**config.mk**
```make
export PLATFORM = sky130hd
export DESIGN_NAME = vsrb_sequence_bank
export DESIGN_NICKNAME = d
export VERILOG_FILES = /design/src/shared/vsrb_pkg.sv /design/src/design/vsrb_word_store.sv /design/src/design/vsrb_sequence_bank.sv
export SDC_FILE = /design/constraint.sdc
export NUM_CORES = 1
export LEC_CHECK = 0
export ABC_CLOCK_PERIOD_IN_PS = 10350
export BUFFER_PORTS_ARGS = -buffer_cell sky130_fd_sc_hd__buf_4
export CAP_MARGIN = 40
export CORE_MARGIN = 2
export CORE_UTILIZATION = 46
export DETAILED_ROUTE_END_ITERATION = 7
export GPL_TIMING_DRIVEN = 0
export PLACE_DENSITY_LB_ADDON = 0.12
export SLEW_MARGIN = 20
export SYNTH_ARGS = -nofsm -noshare
export SYNTH_HDL_FRONTEND = slang
export SYNTH_SLANG_ARGS = --single-unit
```
**constraint.sdc**
```tcl
create_clock -name REF_CLK -period 10.35 [get_ports REF_CLK]
set_input_delay 0.5175 -clock REF_CLK [delete_from_list [all_inputs] [get_ports REF_CLK]]
set_output_delay 0.5175 -clock REF_CLK [all_outputs]
set_load 0.02 [all_outputs]
```
**src/shared/vsrb_pkg.sv**
```systemverilog
// vertical sequence register bank: shared constants, field layouts and carriers
// assumes one 50 MHz clock domain; serial pins arrive asynchronous to it
package vsrb_pkg;

	// ==========================================================
	// word layout
	localparam int WORD_W = 32;
	localparam int WORD_COUNT = 8;
	localparam int WORD_AW = 3;
	localparam int IDX_W = 4;
	localparam int BIT_CNT_W = 5;
	localparam logic [BIT_CNT_W-1:0] LAST_BIT = 5'h1F;
	localparam logic [IDX_W-1:0] IDX_SATURATE = 4'hF;

	// ==========================================================
	// header word fields
	localparam int HDR_ADDR_MSB = 31;
	localparam int HDR_ADDR_LSB = 24;
	localparam int HDR_COUNT_MSB = 23;
	localparam int HDR_COUNT_LSB = 0;
	localparam int HDR_COUNT_W = 24;
	localparam logic [7:0] SYS_BLOCK_ADDR = 8'h14;
	localparam logic [HDR_COUNT_W-1:0] COUNT_ALL = 24'h00_0000;

	// ==========================================================
	// sequence fields, packed back to back across the words
	localparam int SEQ_COUNT = 3;
	localparam int PHASES = 4;
	localparam int FLIPS = 2;
	localparam int FIELD_W = 9;
	localparam int SEQ_BITS = FIELD_W + PHASES + PHASES * FLIPS * FIELD_W;
	localparam int STREAM_W = WORD_W * WORD_COUNT;
	localparam int STREAM_TOP = STREAM_W - 1;

	// ==========================================================
	// reset values
	localparam logic [WORD_W-1:0] WORD_RESET = 32'h0000_0000;

	// ==========================================================
	// synchroniser bit positions
	localparam int PIN_LOAD = 3;
	localparam int PIN_SCLK = 2;
	localparam int PIN_SDATA = 1;
	localparam int PIN_VSYNC = 0;
	localparam int PIN_COUNT = 4;
	localparam logic [PIN_COUNT-1:0] PIN_IDLE = 4'hC;

	// ==========================================================
	// types
	typedef struct packed {
		logic [FIELD_W-1:0] repeat_length;
		logic [0:PHASES-1] start_level;
		logic [0:PHASES-1][0:FLIPS-1][FIELD_W-1:0] flip;
	} vsrb_seq_cfg_t;

	typedef struct packed {
		logic valid;
		logic [WORD_AW-1:0] addr;
		logic [WORD_W-1:0] data;
	} vsrb_word_wr_t;

	typedef struct packed {
		logic header_ok;
		logic frame_rejected;
		logic copy_busy;
		logic [IDX_W-1:0] words_taken;
	} vsrb_status_t;

	typedef enum logic [0:0] {
		VSRB_IDLE = 1'b0,
		VSRB_COPY = 1'b1
	} vsrb_copy_state_t;

endpackage

```
**src/design/vsrb_word_store.sv**
```systemverilog
// vertical sequence register bank: pending word store
// assumes one clock; read data appear one enabled edge after the read request
`timescale 1ns/100ps

module vsrb_word_store #(
	parameter int WIDTH = 32,
	parameter int DEPTH = 8,
	parameter int AW = 3
) (
	input wire logic clk,
	input wire logic rst,
	input wire logic ce,
	input wire logic wr_en,
	input wire logic [AW-1:0] wr_addr,
	input wire logic [WIDTH-1:0] wr_data,
	input wire logic rd_en,
	input wire logic [AW-1:0] rd_addr,
	output logic [WIDTH-1:0] rd_data
);

	// ==========================================================
	// storage
	logic [WIDTH-1:0] mem_reg [DEPTH];
	logic [WIDTH-1:0] rd_data_reg;
	logic [WIDTH-1:0] rd_data_next;

	always_comb begin
		rd_data_next = rd_data_reg;
		if (rd_en) begin
			rd_data_next = mem_reg[rd_addr];
		end
	end

	// contents need no reset; every word is read during a copy, but only words marked pending are applied
	always_ff @(posedge clk) begin
		if (ce && wr_en) begin
			mem_reg[wr_addr] <= wr_data;
		end
	end

	always_ff @(posedge clk) begin
		if (rst) begin
			rd_data_reg <= '0;
		end else if (ce) begin
			rd_data_reg <= rd_data_next;
		end
	end

	assign rd_data = rd_data_reg;

endmodule

```
**src/design/vsrb_sequence_bank.sv**
```systemverilog
// vertical sequence register bank: serial block write, pending store, sync apply
// assumes serial pins and vertical sync arrive asynchronous to REF_CLK
// What this block does
// sync-type writes stay pending until first vertical sync falling edge after the write.
// after reset updates are deferred until immediate mode is selected.
// update select high applies writes at once, no vertical sync wait.
// header bits 31..24 must hold block address 0x14; following words reach the map.
// header bits 23..0 count the words; zero means all words accepted.
// each sequence holds a 9-bit repetition length.
// each sequence holds one start level per phase output, four phases.
// each sequence holds two 9-bit flip positions per phase.
// fields straddling word boundaries are rejoined from consecutive words.
// unused bits, like the last word's bit 0, are ignored.
`timescale 1ns/100ps

module vsrb_sequence_bank
	import vsrb_pkg::*;
#(
	parameter int N_WORDS = WORD_COUNT
) (
	input wire logic REF_CLK,
	input wire logic SYS_RST,
	input wire logic CLK_EN,
	input wire logic SER_LOAD_N,
	input wire logic SER_CLK,
	input wire logic SER_DATA,
	input wire logic VERTICAL_SYNC,
	input wire logic SYNC_UPDATE_SELECT,
	output vsrb_seq_cfg_t [SEQ_COUNT-1:0] SEQ_CFG,
	output logic [N_WORDS-1:0] PENDING_WORDS,
	output vsrb_status_t STATUS
);

	// ==========================================================
	// pin synchronisers
	logic [PIN_COUNT-1:0] sync1_reg;
	logic [PIN_COUNT-1:0] sync2_reg;
	logic sclk_prev_reg;
	logic vsync_prev_reg;
	logic load_prev_reg;

	always_ff @(posedge REF_CLK) begin
		if (SYS_RST) begin
			sync1_reg <= PIN_IDLE;
			sync2_reg <= PIN_IDLE;
			sclk_prev_reg <= 1'b0;
			vsync_prev_reg <= 1'b0;
			load_prev_reg <= 1'b1;
		end else if (CLK_EN) begin
			sync1_reg <= {SER_LOAD_N, SER_CLK, SER_DATA, VERTICAL_SYNC};
			sync2_reg <= sync1_reg;
			sclk_prev_reg <= sync2_reg[PIN_SCLK];
			vsync_prev_reg <= sync2_reg[PIN_VSYNC];
			load_prev_reg <= sync2_reg[PIN_LOAD];
		end
	end

	logic sclk_rise;
	logic in_frame;
	logic vsync_fall;

	assign sclk_rise = sync2_reg[PIN_SCLK] & ~sclk_prev_reg;
	assign in_frame = ~sync2_reg[PIN_LOAD] & ~load_prev_reg;
	assign vsync_fall = vsync_prev_reg & ~sync2_reg[PIN_VSYNC];

	// ==========================================================
	// serial receiver
	function automatic logic word_accepted(
		input logic [IDX_W-1:0] idx,
		input logic hdr_ok,
		input logic [HDR_COUNT_W-1:0] count
	);
		logic ok;
		ok = hdr_ok && (idx != '0) && ({28'h000_0000, idx} <= N_WORDS);
		if (count != COUNT_ALL) begin
			ok = ok && ({20'h0_0000, idx} <= count);
		end
		return ok;
	endfunction

	logic [WORD_W-1:0] shift_reg;
	logic [WORD_W-1:0] shift_next;
	logic [BIT_CNT_W-1:0] bit_cnt_reg;
	logic [BIT_CNT_W-1:0] bit_cnt_next;
	logic [IDX_W-1:0] word_idx_reg;
	logic [IDX_W-1:0] word_idx_next;
	logic [HDR_COUNT_W-1:0] count_reg;
	logic [HDR_COUNT_W-1:0] count_next;
	logic hdr_ok_reg;
	logic hdr_ok_next;
	logic reject_reg;
	logic reject_next;
	logic [IDX_W-1:0] taken_reg;
	logic [IDX_W-1:0] taken_next;
	vsrb_word_wr_t wr_reg;
	vsrb_word_wr_t wr_next;

	always_comb begin
		shift_next = shift_reg;
		bit_cnt_next = bit_cnt_reg;
		word_idx_next = word_idx_reg;
		count_next = count_reg;
		hdr_ok_next = hdr_ok_reg;
		reject_next = reject_reg;
		taken_next = taken_reg;
		wr_next = '0;
		if (!in_frame) begin
			// a partial word left by a short frame is dropped here
			bit_cnt_next = '0;
			word_idx_next = '0;
			hdr_ok_next = 1'b0;
		end else if (sclk_rise) begin
			shift_next = {shift_reg[WORD_W-2:0], sync2_reg[PIN_SDATA]};
			bit_cnt_next = bit_cnt_reg + 1'b1;
			if (bit_cnt_reg == LAST_BIT) begin
				if (word_idx_reg == '0) begin
					hdr_ok_next = shift_next[HDR_ADDR_MSB:HDR_ADDR_LSB] == SYS_BLOCK_ADDR;
					reject_next = shift_next[HDR_ADDR_MSB:HDR_ADDR_LSB] != SYS_BLOCK_ADDR;
					count_next = shift_next[HDR_COUNT_MSB:HDR_COUNT_LSB];
					taken_next = '0;
				end else if (word_accepted(word_idx_reg, hdr_ok_reg, count_reg)) begin
					wr_next.valid = 1'b1;
					wr_next.addr = WORD_AW'(word_idx_reg - 1'b1);
					wr_next.data = shift_next;
					taken_next = taken_reg + 1'b1;
				end
				if (word_idx_reg != IDX_SATURATE) begin
					word_idx_next = word_idx_reg + 1'b1;
				end
			end
		end
	end

	always_ff @(posedge REF_CLK) begin
		if (SYS_RST) begin
			shift_reg <= '0;
			bit_cnt_reg <= '0;
			word_idx_reg <= '0;
			count_reg <= '0;
			hdr_ok_reg <= 1'b0;
			reject_reg <= 1'b0;
			taken_reg <= '0;
			wr_reg <= '0;
		end else if (CLK_EN) begin
			shift_reg <= shift_next;
			bit_cnt_reg <= bit_cnt_next;
			word_idx_reg <= word_idx_next;
			count_reg <= count_next;
			hdr_ok_reg <= hdr_ok_next;
			reject_reg <= reject_next;
			taken_reg <= taken_next;
			wr_reg <= wr_next;
		end
	end

	// ==========================================================
	// pending store and apply sequencer
	vsrb_copy_state_t state_reg;
	vsrb_copy_state_t state_next;
	logic [WORD_AW-1:0] copy_idx_reg;
	logic [WORD_AW-1:0] copy_idx_next;
	logic rd_vld_reg;
	logic rd_vld_next;
	logic [WORD_AW-1:0] rd_idx_reg;
	logic [WORD_AW-1:0] rd_idx_next;
	logic [N_WORDS-1:0] dirty_reg;
	logic [N_WORDS-1:0] dirty_next;
	logic [N_WORDS-1:0] mask_reg;
	logic [N_WORDS-1:0] mask_next;
	logic [WORD_W-1:0] active_reg [N_WORDS];
	logic [WORD_W-1:0] active_next [N_WORDS];
	logic [WORD_W-1:0] rd_data;
	logic immediate;
	logic start_copy;

	// select is low after reset, so writes start out deferred
	assign immediate = SYNC_UPDATE_SELECT;
	assign start_copy = vsync_fall && (state_reg == VSRB_IDLE);

	vsrb_word_store #(
		.WIDTH(WORD_W),
		.DEPTH(N_WORDS),
		.AW(WORD_AW)
	) u_store (
		.clk(REF_CLK),
		.rst(SYS_RST),
		.ce(CLK_EN),
		.wr_en(wr_reg.valid),
		.wr_addr(wr_reg.addr),
		.wr_data(wr_reg.data),
		.rd_en(state_reg == VSRB_COPY),
		.rd_addr(copy_idx_reg),
		.rd_data(rd_data)
	);

	always_comb begin
		state_next = state_reg;
		copy_idx_next = copy_idx_reg;
		rd_vld_next = 1'b0;
		rd_idx_next = rd_idx_reg;
		unique case (state_reg)
			VSRB_IDLE: begin
				copy_idx_next = '0;
				if (start_copy) begin
					state_next = VSRB_COPY;
				end
			end
			VSRB_COPY: begin
				rd_vld_next = 1'b1;
				rd_idx_next = copy_idx_reg;
				copy_idx_next = copy_idx_reg + 1'b1;
				if (copy_idx_reg == WORD_AW'(N_WORDS - 1)) begin
					state_next = VSRB_IDLE;
				end
			end
		endcase
	end

	always_comb begin
		dirty_next = dirty_reg;
		mask_next = mask_reg;
		for (int i = 0; i < N_WORDS; i++) begin
			active_next[i] = active_reg[i];
		end
		if (start_copy) begin
			// snapshot what is pending at this edge; later writes wait for the next one
			mask_next = dirty_reg;
			dirty_next = '0;
		end
		if (rd_vld_reg && mask_reg[rd_idx_reg]) begin
			active_next[rd_idx_reg] = rd_data;
			mask_next[rd_idx_reg] = 1'b0;
		end
		if (wr_reg.valid) begin
			if (immediate) begin
				// a newer direct write beats any older pending copy of the same word
				active_next[wr_reg.addr] = wr_reg.data;
				dirty_next[wr_reg.addr] = 1'b0;
				mask_next[wr_reg.addr] = 1'b0;
			end else begin
				// set after the clear, so a write at the sync edge is not lost
				dirty_next[wr_reg.addr] = 1'b1;
			end
		end
	end

	always_ff @(posedge REF_CLK) begin
		if (SYS_RST) begin
			state_reg <= VSRB_IDLE;
			copy_idx_reg <= '0;
			rd_vld_reg <= 1'b0;
			rd_idx_reg <= '0;
			dirty_reg <= '0;
			mask_reg <= '0;
			for (int i = 0; i < N_WORDS; i++) begin
				active_reg[i] <= WORD_RESET;
			end
		end else if (CLK_EN) begin
			state_reg <= state_next;
			copy_idx_reg <= copy_idx_next;
			rd_vld_reg <= rd_vld_next;
			rd_idx_reg <= rd_idx_next;
			dirty_reg <= dirty_next;
			mask_reg <= mask_next;
			for (int i = 0; i < N_WORDS; i++) begin
				active_reg[i] <= active_next[i];
			end
		end
	end

	// ==========================================================
	// field unpacking
	// the words form one stream, first word on top; each sequence is a fixed slice
	logic [STREAM_W-1:0] stream;

	genvar gw;
	genvar gs;
	generate
		for (gw = 0; gw < WORD_COUNT; gw++) begin : g_stream
			assign stream[STREAM_TOP - WORD_W * gw -: WORD_W] = active_reg[gw];
		end
		for (gs = 0; gs < SEQ_COUNT; gs++) begin : g_seq
			// length, start levels, then two flips per phase, phase 1 first
			assign SEQ_CFG[gs] = stream[STREAM_TOP - SEQ_BITS * gs -: SEQ_BITS];
		end
	endgenerate

	// stream bit 0 lies past the last sequence and reaches no output

	// ==========================================================
	// status
	assign PENDING_WORDS = dirty_reg | mask_reg;
	assign STATUS.header_ok = hdr_ok_reg;
	assign STATUS.frame_rejected = reject_reg;
	assign STATUS.copy_busy = (state_reg == VSRB_COPY) | rd_vld_reg;
	assign STATUS.words_taken = taken_reg;

endmodule

```
==> impl_results.html, run 1 <==
<table>
<tr><th>Metric</th><th>Value</th></tr>
<tr><th colspan="2">Drt</th></tr>
<tr><td>Post-Route WL</td><td>102,000 um</td></tr>
<tr><td>Antenna Nets Post-Route</td><td>0</td></tr>
<tr><td>Number of search-and-repair iterations in the first detailed-routing pass</td><td>6</td></tr>
<tr><td>DR top layer</td><td>met5</td></tr>
<tr><td>DRT iter0 DRCs</td><td>3,069</td></tr>
<tr><td>DRC viols</td><td>0</td></tr>
<tr><td>Met1 routed wirelength after detailed routing</td><td>41,590 um</td></tr>
<tr><td>Final routed wire length divided by cell count</td><td>28.40 um</td></tr>
<tr><td>Number of vias after detailed routing</td><td>21,980</td></tr>
<tr><td>Wire length on met3</td><td>9702 um</td></tr>
<tr><td>Routed wire length on met2</td><td>47,350 um</td></tr>
<tr><td>Average vias per placed instance</td><td>6.120</td></tr>
<tr><th colspan="2">Clock network</th></tr>
<tr><td>Maximum number of buffers from clock root to sink</td><td>3</td></tr>
<tr><td>Hold buffers post-CTS</td><td>0</td></tr>
<tr><td>Skew-Pair Late Insertion Delay</td><td>0.64 ns</td></tr>
<tr><td>Clock tree from TritonCTS</td><td>done</td></tr>
<tr><td>Post-CTS Setup Inserts</td><td>0</td></tr>
<tr><td>Number of CTS-inserted buffers</td><td>76</td></tr>
<tr><td>Post-CTS resize count</td><td>0</td></tr>
<tr><td>Clock transition time at the flip-flop clock pins of the worst setup and hold paths</td><td>0.06 ns</td></tr>
<tr><td>CTS Sinks</td><td>684</td></tr>
<tr><td>H-tree Lvls</td><td>3</td></tr>
<tr><td>Root Buffer</td><td>sky130_fd_sc_hd__clkbuf_16</td></tr>
<tr><th colspan="2">Floorplanning</th></tr>
<tr><td>IO Pins</td><td>278</td></tr>
<tr><td>Floorplan die width</td><td>259.9 um</td></tr>
<tr><td>Area of the die</td><td>67,520 sq um</td></tr>
<tr><td>Starting density of the core</td><td>0.4663</td></tr>
<tr><td>Vertical die dimension</td><td>259.9 um</td></tr>
<tr><td>Core Area</td><td>64,580 sq um</td></tr>
<tr><td>Site Rows</td><td>93</td></tr>
<tr><th colspan="2">Placement</th></tr>
<tr><td>Final estimated routing congestion in global placement</td><td>0.8751</td></tr>
<tr><td>Number of buffers inserted by port buffering</td><td>274</td></tr>
<tr><td>Placed wire-length estimate after detailed placement</td><td>70,890 um</td></tr>
<tr><td>Cell Count Post-Placement</td><td>3,450</td></tr>
<tr><td>DP Area</td><td>33,690 sq um</td></tr>
<tr><th colspan="2">Critical path</th></tr>
<tr><td>Critical Path Start</td><td>rd_vld_reg</td></tr>
<tr><td>Setup slack of the worst register-to-register path</td><td>7.44 ns</td></tr>
<tr><td>Required arrival time at the worst endpoint</td><td>10.69 ns</td></tr>
<tr><td>Sort of element at the start of the critical path</td><td>register</td></tr>
<tr><td>Max FO, Critical Path</td><td>10</td></tr>
<tr><td>Worst reg2reg path startpoint</td><td>rd_vld_reg</td></tr>
<tr><td>Critical Path End Type</td><td>register</td></tr>
<tr><td>Class of the most critical setup path</td><td>reg2reg</td></tr>
<tr><td>Worst Reg2Reg Path Length in Cells</td><td>5</td></tr>
<tr><td>RR Endpoint</td><td>active_reg[1][86]</td></tr>
<tr><td>Arrival time at the worst endpoint</td><td>3.25 ns</td></tr>
<tr><th colspan="2">Cells and area</th></tr>
<tr><td>Count of placed standard cells in the final layout, fillers left out</td><td>3,591</td></tr>
<tr><td>Layout Utilization</td><td>0.5584</td></tr>
<tr><td>Fraction of layout cells with a size suffix above 1</td><td>0.2047</td></tr>
<tr><td>Sequential standard cell area</td><td>18,810 sq um</td></tr>
<tr><td>Fill cell count</td><td>5,389</td></tr>
<tr><td>Most common cell after layout, fill and taps aside</td><td>sky130_fd_sc_hd__edfxtp_1</td></tr>
<tr><td>ANT cells</td><td>0</td></tr>
<tr><td>Cell area after layout</td><td>36,060 sq um</td></tr>
<tr><td>Multi-input gate area in the final layout</td><td>10,220 sq um</td></tr>
<tr><td>Most frequent cells in the layout</td><td>sky130_fd_sc_hd__edfxtp_1, sky130_fd_sc_hd__nor2_1, sky130_fd_sc_hd__mux2i_1</td></tr>
<tr><td>Layout Area Growth over Synthesis</td><td>19.75%</td></tr>
<tr><td>Nets</td><td>2,696</td></tr>
<tr><td>Max reg flops</td><td>256</td></tr>
<tr><th colspan="2">Synth</th></tr>
<tr><td>Sequential cell area fraction in the yosys report</td><td>0.6246</td></tr>
<tr><td>Average size of a mapped cell</td><td>13.13 sq um</td></tr>
<tr><td>Ys Warns</td><td>0</td></tr>
<tr><td>Mapped Cells</td><td>2,294</td></tr>
<tr><td>Count of unique library cells instantiated by Yosys</td><td>54</td></tr>
<tr><td>Yosys reg bits</td><td>684</td></tr>
<tr><td>Netlist area before placement</td><td>30,110 sq um</td></tr>
<tr><td>Predominant post-synthesis flop cell</td><td>sky130_fd_sc_hd__edfxtp_1</td></tr>
<tr><td>Post-synthesis async set-or-reset flop share</td><td>0</td></tr>
<tr><td>Post-Synthesis Net Count</td><td>2,313</td></tr>
<tr><td>Number of enable flip-flop cells after synthesis</td><td>511</td></tr>
<tr><th colspan="2">STA</th></tr>
<tr><td>Actual transition at the worst max-transition pin</td><td>0.9389 ns</td></tr>
<tr><td>Relative slew margins</td><td>0.3741</td></tr>
<tr><td>Setup TNS</td><td>0 ns</td></tr>
<tr><td>Part of the cycle the worst path needs</td><td>0.2807</td></tr>
<tr><td>Post-layout minimum cycle time</td><td>2.905 ns</td></tr>
<tr><td>Number of hold-slack violations in the final timing report</td><td>0</td></tr>
<tr><td>Max Clk Rate</td><td>344.2 MHz</td></tr>
<tr><td>Final setup viols</td><td>0</td></tr>
<tr><td>Post-Route Skew</td><td>0.02984 ns</td></tr>
<tr><td>Setup repair after global routing missed its margin</td><td>no</td></tr>
<tr><td>Number of pins exceeding their max-slew limit in the final report</td><td>0</td></tr>
<tr><th colspan="2">Worst hold path</th></tr>
<tr><td>Worst Hold Endpoint</td><td>sync1_reg[3]</td></tr>
<tr><td>Worst hold path stage count</td><td>3</td></tr>
<tr><td>Min-delay src</td><td>SER_LOAD_N</td></tr>
<tr><td>Hold/Removal Path Class</td><td>in2reg</td></tr>
<tr><th colspan="2">Power and ir drop</th></tr>
<tr><td>Worst IR Drop VDD</td><td>0.0001220 V</td></tr>
<tr><td>Comb pwr share</td><td>0.058</td></tr>
<tr><td>Cell Int Power</td><td>4.604 mW</td></tr>
<tr><td>Leakage power</td><td>15.76 nW</td></tr>
<tr><td>Cell Pwr Density</td><td>166.1 nW/um^2</td></tr>
<tr><td>Total Power</td><td>5.990 mW</td></tr>
<tr><td>Sw Ratio</td><td>0.2314</td></tr>
<tr><td>Portion of total power attributed to sequential cells</td><td>0.511</td></tr>
<tr><td>Total net switching power</td><td>1.386 mW</td></tr>
<tr><td>Clock network fraction of total power</td><td>0.431</td></tr>
<tr><th colspan="2">GRT</th></tr>
<tr><td>Number of antenna violations at the first check in global routing</td><td>3</td></tr>
<tr><td>Grt ovf</td><td>0</td></tr>
<tr><td>Overall global routing resource usage</td><td>0.2966</td></tr>
<tr><td>Number of global-route vias before repair</td><td>21,160</td></tr>
<tr><td>First-pass GRT wire length</td><td>145,400 um</td></tr>
<tr><td>Maximum number of pins on one net before global-route repair</td><td>77</td></tr>
<tr><th colspan="2">Job</th></tr>
<tr><td>Max-cap violations</td><td>0</td></tr>
<tr><th colspan="2">Run status</th></tr>
<tr><td>Result of the run</td><td>complete, no violations</td></tr>
</table>
-- cell usage after synthesis, types with 3 or more instances --
master | n | area, sq um
sky130_fd_sc_hd__nor4_1 | 5 | 31.28
sky130_fd_sc_hd__a22o_1 | 35 | 306.5
sky130_fd_sc_hd__edfxtp_1 | 511 | 15340
sky130_fd_sc_hd__nor4b_1 | 3 | 26.28
sky130_fd_sc_hd__nor2b_1 | 9 | 56.30
sky130_fd_sc_hd__buf_4 | 10 | 75.07
sky130_fd_sc_hd__o21ai_0 | 15 | 75.07
sky130_fd_sc_hd__o22ai_1 | 5 | 31.28
sky130_fd_sc_hd__nand4_1 | 7 | 43.79
sky130_fd_sc_hd__or2_2 | 10 | 62.56
sky130_fd_sc_hd__a22oi_1 | 3 | 22.52
sky130_fd_sc_hd__buf_1 | 36 | 135.1
sky130_fd_sc_hd__buf_2 | 49 | 245.2
sky130_fd_sc_hd__o31ai_1 | 3 | 22.52
sky130_fd_sc_hd__a21oi_1 | 52 | 260.3
sky130_fd_sc_hd__buf_6 | 3 | 33.78
sky130_fd_sc_hd__mux4_2 | 64 | 1441
sky130_fd_sc_hd__and2_1 | 10 | 62.56
sky130_fd_sc_hd__clkbuf_1 | 148 | 555.5
sky130_fd_sc_hd__and4b_1 | 3 | 30.03
sky130_fd_sc_hd__and3_1 | 4 | 25.02
sky130_fd_sc_hd__a211oi_1 | 288 | 2162
sky130_fd_sc_hd__nor3b_1 | 6 | 45.04
sky130_fd_sc_hd__dfxtp_1 | 173 | 3463
sky130_fd_sc_hd__and4bb_2 | 3 | 37.54
sky130_fd_sc_hd__a32o_1 | 8 | 80.08
sky130_fd_sc_hd__nand3_1 | 21 | 105.1
sky130_fd_sc_hd__ha_1 | 11 | 137.6
sky130_fd_sc_hd__nand3b_1 | 3 | 22.52
sky130_fd_sc_hd__mux2i_1 | 324 | 3243
sky130_fd_sc_hd__nand2_1 | 103 | 386.6
sky130_fd_sc_hd__nor2_1 | 328 | 1231
sky130_fd_sc_hd__inv_1 | 13 | 48.80
-- cells by family after synthesis --
family	synth area share
adder cells (fa/ha/maj)	0.004571
buffers and inverters	0.03644
AND/OR/NAND/NOR	0.07679
multiplexers	0.1556
flip-flops	0.6246
XOR/XNOR	0.0008728
AO/OA/AOI/OAI	0.1011
-- layout make-up --
cell class / instances / area share
Multi-Input combinational cell: 1350 / 0.2833
Clock inverter: 30 / 0.006037
Tap cell: 855 / 0.02967
Sequential cell: 684 / 0.5216
Clock buffer: 107 / 0.05836
Buffer: 246 / 0.02897
Timing Repair Buffer: 305 / 0.07047
Inverter: 14 / 0.001596
-- worst max-delay path by stage --
| stage | end | slack, ns | depth (start not counted) |
|---|---|---|---|
| floorplan | active_reg[0][0] | 2.38 | 3 |
| global placement | active_reg[1][71] | -1.57 | 3 |
| detailed placement | active_reg[1][70] | 7.19 | 5 |
| CTS | active_reg[1][86] | 7.61 | 5 |
| global route | active_reg[1][86] | 7.52 | 5 |
| finish | active_reg[1][86] | 7.44 | 5 |
-- layer usage --
metal / global-route usage / up-vias
met3: 0.05526 / 212
met2: 0.4690 / 1295
li1: - / 9459
met5: 0.01496 / -
met1: 0.4121 / 11000
met4: 0.09834 / 6
-- power groups by stage --
stage / sequential [mW] / combinational (mW) / clock, mW
floorplan: 3.19 / 0.106 / 0
global placement: 3.13 / 0.338 / 0
detailed placement: 3.12 / 0.346 / 0
CTS: 3.06 / 0.348 / 2.59
global route: 3.07 / 0.369 / 2.69
finish: 3.06 / 0.349 / 2.58
-- critical path: stages (launching register included) --
cell and delay, ns:
sky130_fd_sc_hd__dfxtp_1 0.37, sky130_fd_sc_hd__nor2b_1 0.46, sky130_fd_sc_hd__nand4_1 0.76, sky130_fd_sc_hd__buf_2 0.52, sky130_fd_sc_hd__mux2i_1 0.35, sky130_fd_sc_hd__a211oi_1 0.15
-- stage by stage --
step                      hold WS (ns)  setup slack (ns)
final                           0.1035             7.445
after global routing            0.1335             7.523
after CTS                      0.07784             7.606
after detailed placement        0.4586             7.194
after global placement          0.4516            -1.573
after floorplan                 0.4362             2.383
(Power assumes the default switching activity.)
==> inputs of run 2 (changes only) <==
Settings changed: ABC_AREA set to 1, ABC_CLOCK_PERIOD_IN_PS 10350 to 3000.
Clock period 10.35 ns to 3 ns, I/O delays scaled along.
==> run 2 against run 1 <==
  * Final cell count grew 46%
  * Combinational power grew to 4.1 times the previous value
  * Global-route usage grew 6.4 points
  * Via count grew 41%
  * Sequential cell count is the same
  * Power grew to 3.7 times the previous value
  * Clock power grew to 3.9 times the previous value
  * First-iteration DRC count grew 46%
  * Die area grew 9.6%
  * Register-to-register slack lost 7.2 ns
==> impl_results.html, run 2 <==
<table>
<tr><th>Metric</th><th>Value</th></tr>
<tr><th colspan="2">Run status</th></tr>
<tr><td>Result of the run</td><td>complete, no violations</td></tr>
<tr><th colspan="2">Power and ir drop</th></tr>
<tr><td>Worst IR Drop VDD</td><td>0.0005005 V</td></tr>
<tr><td>Cell Pwr Density</td><td>555.9 nW/um^2</td></tr>
<tr><td>Leakage power</td><td>18.07 nW</td></tr>
<tr><td>Total Power</td><td>22.02 mW</td></tr>
<tr><th colspan="2">Cells and area</th></tr>
<tr><td>Most frequent cells in the layout</td><td>sky130_fd_sc_hd__nand2_1, sky130_fd_sc_hd__inv_1, sky130_fd_sc_hd__edfxtp_1</td></tr>
<tr><td>Layout Area Growth over Synthesis</td><td>19.81%</td></tr>
<tr><td>Layout Utilization</td><td>0.5550</td></tr>
<tr><td>Fraction of layout cells with a size suffix above 1</td><td>0.1178</td></tr>
<tr><td>Nets</td><td>4,256</td></tr>
<tr><td>Max reg flops</td><td>256</td></tr>
<tr><td>Fill cell count</td><td>6,809</td></tr>
<tr><td>Count of placed standard cells in the final layout, fillers left out</td><td>5,250</td></tr>
<tr><td>Most common cell after layout, fill and taps aside</td><td>sky130_fd_sc_hd__nand2_1</td></tr>
<tr><td>Cell area after layout</td><td>39,610 sq um</td></tr>
<tr><th colspan="2">Placement</th></tr>
<tr><td>DP Area</td><td>36,860 sq um</td></tr>
<tr><td>Placed wire-length estimate after detailed placement</td><td>98,840 um</td></tr>
<tr><td>Final estimated routing congestion in global placement</td><td>1.011</td></tr>
<tr><td>Cell Count Post-Placement</td><td>5,098</td></tr>
<tr><td>Worst slack, placed</td><td>0.1278 ns</td></tr>
<tr><td>Number of buffers inserted by port buffering</td><td>276</td></tr>
<tr><th colspan="2">STA</th></tr>
<tr><td>Setup repair after global routing missed its margin</td><td>no</td></tr>
<tr><td>Number of pins exceeding their max-slew limit in the final report</td><td>0</td></tr>
<tr><td>Final setup viols</td><td>0</td></tr>
<tr><td>Number of hold-slack violations in the final timing report</td><td>0</td></tr>
<tr><td>Max Clk Rate</td><td>345.9 MHz</td></tr>
<tr><td>Part of the cycle the worst path needs</td><td>0.9636</td></tr>
<tr><td>Final hold slack</td><td>0.1340 ns</td></tr>
<tr><td>Setup slack of the critical path after layout</td><td>0.1091 ns</td></tr>
<tr><td>Post-layout minimum cycle time</td><td>2.891 ns</td></tr>
<tr><td>Actual transition at the worst max-transition pin</td><td>1.005 ns</td></tr>
<tr><td>Relative slew margins</td><td>0.3288</td></tr>
<tr><td>Setup TNS</td><td>0 ns</td></tr>
<tr><td>Post-Route Skew</td><td>0.02749 ns</td></tr>
<tr><th colspan="2">Synth</th></tr>
<tr><td>Yosys reg bits</td><td>684</td></tr>
<tr><td>Number of enable flip-flop cells after synthesis</td><td>511</td></tr>
<tr><td>Post-synthesis cell type with the largest combined area</td><td>sky130_fd_sc_hd__edfxtp_1</td></tr>
<tr><td>Predominant post-synthesis flop cell</td><td>sky130_fd_sc_hd__edfxtp_1</td></tr>
<tr><td>Sequential cell area fraction in the yosys report</td><td>0.5689</td></tr>
<tr><td>Post-synthesis async set-or-reset flop share</td><td>0</td></tr>
<tr><td>Mapped Cells</td><td>3,843</td></tr>
<tr><td>Ys Warns</td><td>0</td></tr>
<tr><td>Netlist area before placement</td><td>33,060 sq um</td></tr>
<tr><td>Count of unique library cells instantiated by Yosys</td><td>29</td></tr>
<tr><td>Proportion of netlist area held by the largest area contributor</td><td>0.4641</td></tr>
<tr><td>Post-Synthesis Net Count</td><td>3,862</td></tr>
<tr><td>Most numerous cell types in the synthesized netlist</td><td>sky130_fd_sc_hd__nand2_1, sky130_fd_sc_hd__inv_1, sky130_fd_sc_hd__edfxtp_1, sky130_fd_sc_hd__nand3_1, sky130_fd_sc_hd__o21ai_0</td></tr>
<tr><td>Average size of a mapped cell</td><td>8.603 sq um</td></tr>
<tr><td>Top cells by area in the synthesized netlist</td><td>sky130_fd_sc_hd__edfxtp_1, sky130_fd_sc_hd__dfxtp_1, sky130_fd_sc_hd__nand2_1</td></tr>
<tr><td>Most instantiated library cell after synthesis</td><td>sky130_fd_sc_hd__nand2_1</td></tr>
<tr><th colspan="2">Critical path</th></tr>
<tr><td>Max FO, Critical Path</td><td>10</td></tr>
<tr><td>Sort of element at the start of the critical path</td><td>input pin</td></tr>
<tr><td>Crit-path slowest cell</td><td>sky130_fd_sc_hd__clkbuf_1</td></tr>
<tr><td>Critical Path End Type</td><td>register</td></tr>
<tr><td>Class of the most critical setup path</td><td>in2reg</td></tr>
<tr><td>Family with the most delay on the worst path</td><td>buffers and inverters</td></tr>
<tr><td>Arrival time at the worst endpoint</td><td>3.29 ns</td></tr>
<tr><td>Delay of the slowest critical-path stage</td><td>0.63 ns</td></tr>
<tr><td>Cells traversed along the worst timing path</td><td>dlygate4sd3_1 &gt; buf_4 &gt; inv_1 &gt; buf_2 &gt; nor2_1 &gt; inv_2 &gt; clkbuf_1 &gt; clkbuf_1 &gt; a21oi_1 &gt; nand2_1 &gt; inv_1</td></tr>
<tr><td>Number of buffers and inverters on the critical path</td><td>8</td></tr>
<tr><td>Required arrival time at the worst endpoint</td><td>3.40 ns</td></tr>
<tr><th colspan="2">Drt</th></tr>
<tr><td>Number of vias after detailed routing</td><td>30,940</td></tr>
<tr><td>Post-Route WL</td><td>135,900 um</td></tr>
<tr><td>Antenna Nets Post-Route</td><td>0</td></tr>
<tr><td>Final routed wire length divided by cell count</td><td>25.89 um</td></tr>
<tr><td>Number of search-and-repair iterations in the first detailed-routing pass</td><td>6</td></tr>
<tr><td>Average vias per placed instance</td><td>5.892</td></tr>
<tr><td>DRC viols</td><td>0</td></tr>
<tr><td>DRT iter0 DRCs</td><td>4,484</td></tr>
<tr><th colspan="2">Clock network</th></tr>
<tr><td>Number of CTS-inserted buffers</td><td>77</td></tr>
<tr><td>Clock tree from TritonCTS</td><td>done</td></tr>
<tr><td>Clock transition time at the flip-flop clock pins of the worst setup and hold paths</td><td>0.06 ns</td></tr>
<tr><td>Hold buffers post-CTS</td><td>5</td></tr>
<tr><td>H-tree Lvls</td><td>3</td></tr>
<tr><td>Maximum number of buffers from clock root to sink</td><td>3</td></tr>
<tr><td>Skew-Pair Late Insertion Delay</td><td>0.64 ns</td></tr>
<tr><td>Post-CTS Setup Inserts</td><td>0</td></tr>
<tr><td>CTS Sinks</td><td>684</td></tr>
<tr><td>Root Buffer</td><td>sky130_fd_sc_hd__clkbuf_16</td></tr>
<tr><td>Post-CTS resize count</td><td>0</td></tr>
<tr><th colspan="2">Floorplanning</th></tr>
<tr><td>Site Rows</td><td>98</td></tr>
<tr><td>Core Area</td><td>71,360 sq um</td></tr>
<tr><td>Vertical die dimension</td><td>272.1 um</td></tr>
<tr><td>IO Pins</td><td>278</td></tr>
<tr><td>Area of the die</td><td>74,030 sq um</td></tr>
<tr><td>Floorplan die width</td><td>272.1 um</td></tr>
<tr><td>Starting density of the core</td><td>0.4633</td></tr>
<tr><th colspan="2">GRT</th></tr>
<tr><td>Grt ovf</td><td>0</td></tr>
<tr><td>First-pass GRT wire length</td><td>194,300 um</td></tr>
<tr><td>Overall global routing resource usage</td><td>0.3601</td></tr>
<tr><td>Number of global-route vias before repair</td><td>28,380</td></tr>
<tr><td>Number of antenna violations at the first check in global routing</td><td>5</td></tr>
<tr><td>Maximum number of pins on one net before global-route repair</td><td>138</td></tr>
<tr><th colspan="2">Job</th></tr>
<tr><td>Max-cap violations</td><td>0</td></tr>
<tr><th colspan="2">Worst hold path</th></tr>
<tr><td>Hold/Removal Path Class</td><td>in2reg</td></tr>
</table>
run 2: power by group:
| group | switching [mW] | leakage (nW) | internal (mW) |
|---|---|---|---|
| logic | 0.914 | 10.2 | 0.528 |
| clock network | 3.97 | 1.27 | 5.97 |
| registers | 0.263 | 6.59 | 10.4 |
run 2: cell families after synthesis:
kind of cell,share of synthesized area
adders and majority gates,0.004163
and+or+nand+nor,0.2166
DFF,0.5689
AOI/OAI and AO/OA,0.1113
buffers and inverters,0.09897
run 2: final cells by class:
| class | instances | area [sq um] | share of cell area |
|---|---|---|---|
| well taps | 950 | 1189 | 0.03001 |
| flip-flops and latches | 684 | 18810 | 0.4748 |
| plain buffers | 289 | 1221 | 0.03083 |
| diodes | 3 | 7.507 | 0.0001895 |
| clock buffers | 107 | 2195 | 0.05541 |
| repair buffers | 315 | 2628 | 0.06634 |
| multi-input cells | 2318 | 11060 | 0.2791 |
| clock inverters | 32 | 432.9 | 0.01093 |
| inverters | 552 | 2072 | 0.05231 |
run 2: final timing paths:
check                start            endpoint  slack [ns]  depth (start not counted)
max reg2reg     rd_vld_reg  active_reg[0][112]        0.22                          7
min                SYS_RST     word_idx_reg[3]        0.13                          4
max                 CLK_EN   active_reg[0][94]        0.11                         11
min reg2reg  count_reg[21]       count_reg[21]        0.46                          2
run 2: routing by layer:
metal	global-route usage	vias up	part of all wire
li1	-	13840	-
met1	0.4908	14750	0.38
met2	0.5290	1964	0.43
met3	0.08120	371	0.13
met4	0.2076	4	0.060
met5	0	-	0.00024
run 2: worst reg2reg max path: stages (launching register included):
cell and delay, ns:
sky130_fd_sc_hd__dfxtp_1 0.39, sky130_fd_sc_hd__buf_2 0.30, sky130_fd_sc_hd__clkbuf_1 0.73, sky130_fd_sc_hd__clkbuf_1 0.79, sky130_fd_sc_hd__nand4_1 0.22, sky130_fd_sc_hd__nand3_1 0.14, sky130_fd_sc_hd__nand2_1 0.05, sky130_fd_sc_hd__inv_1 0.04
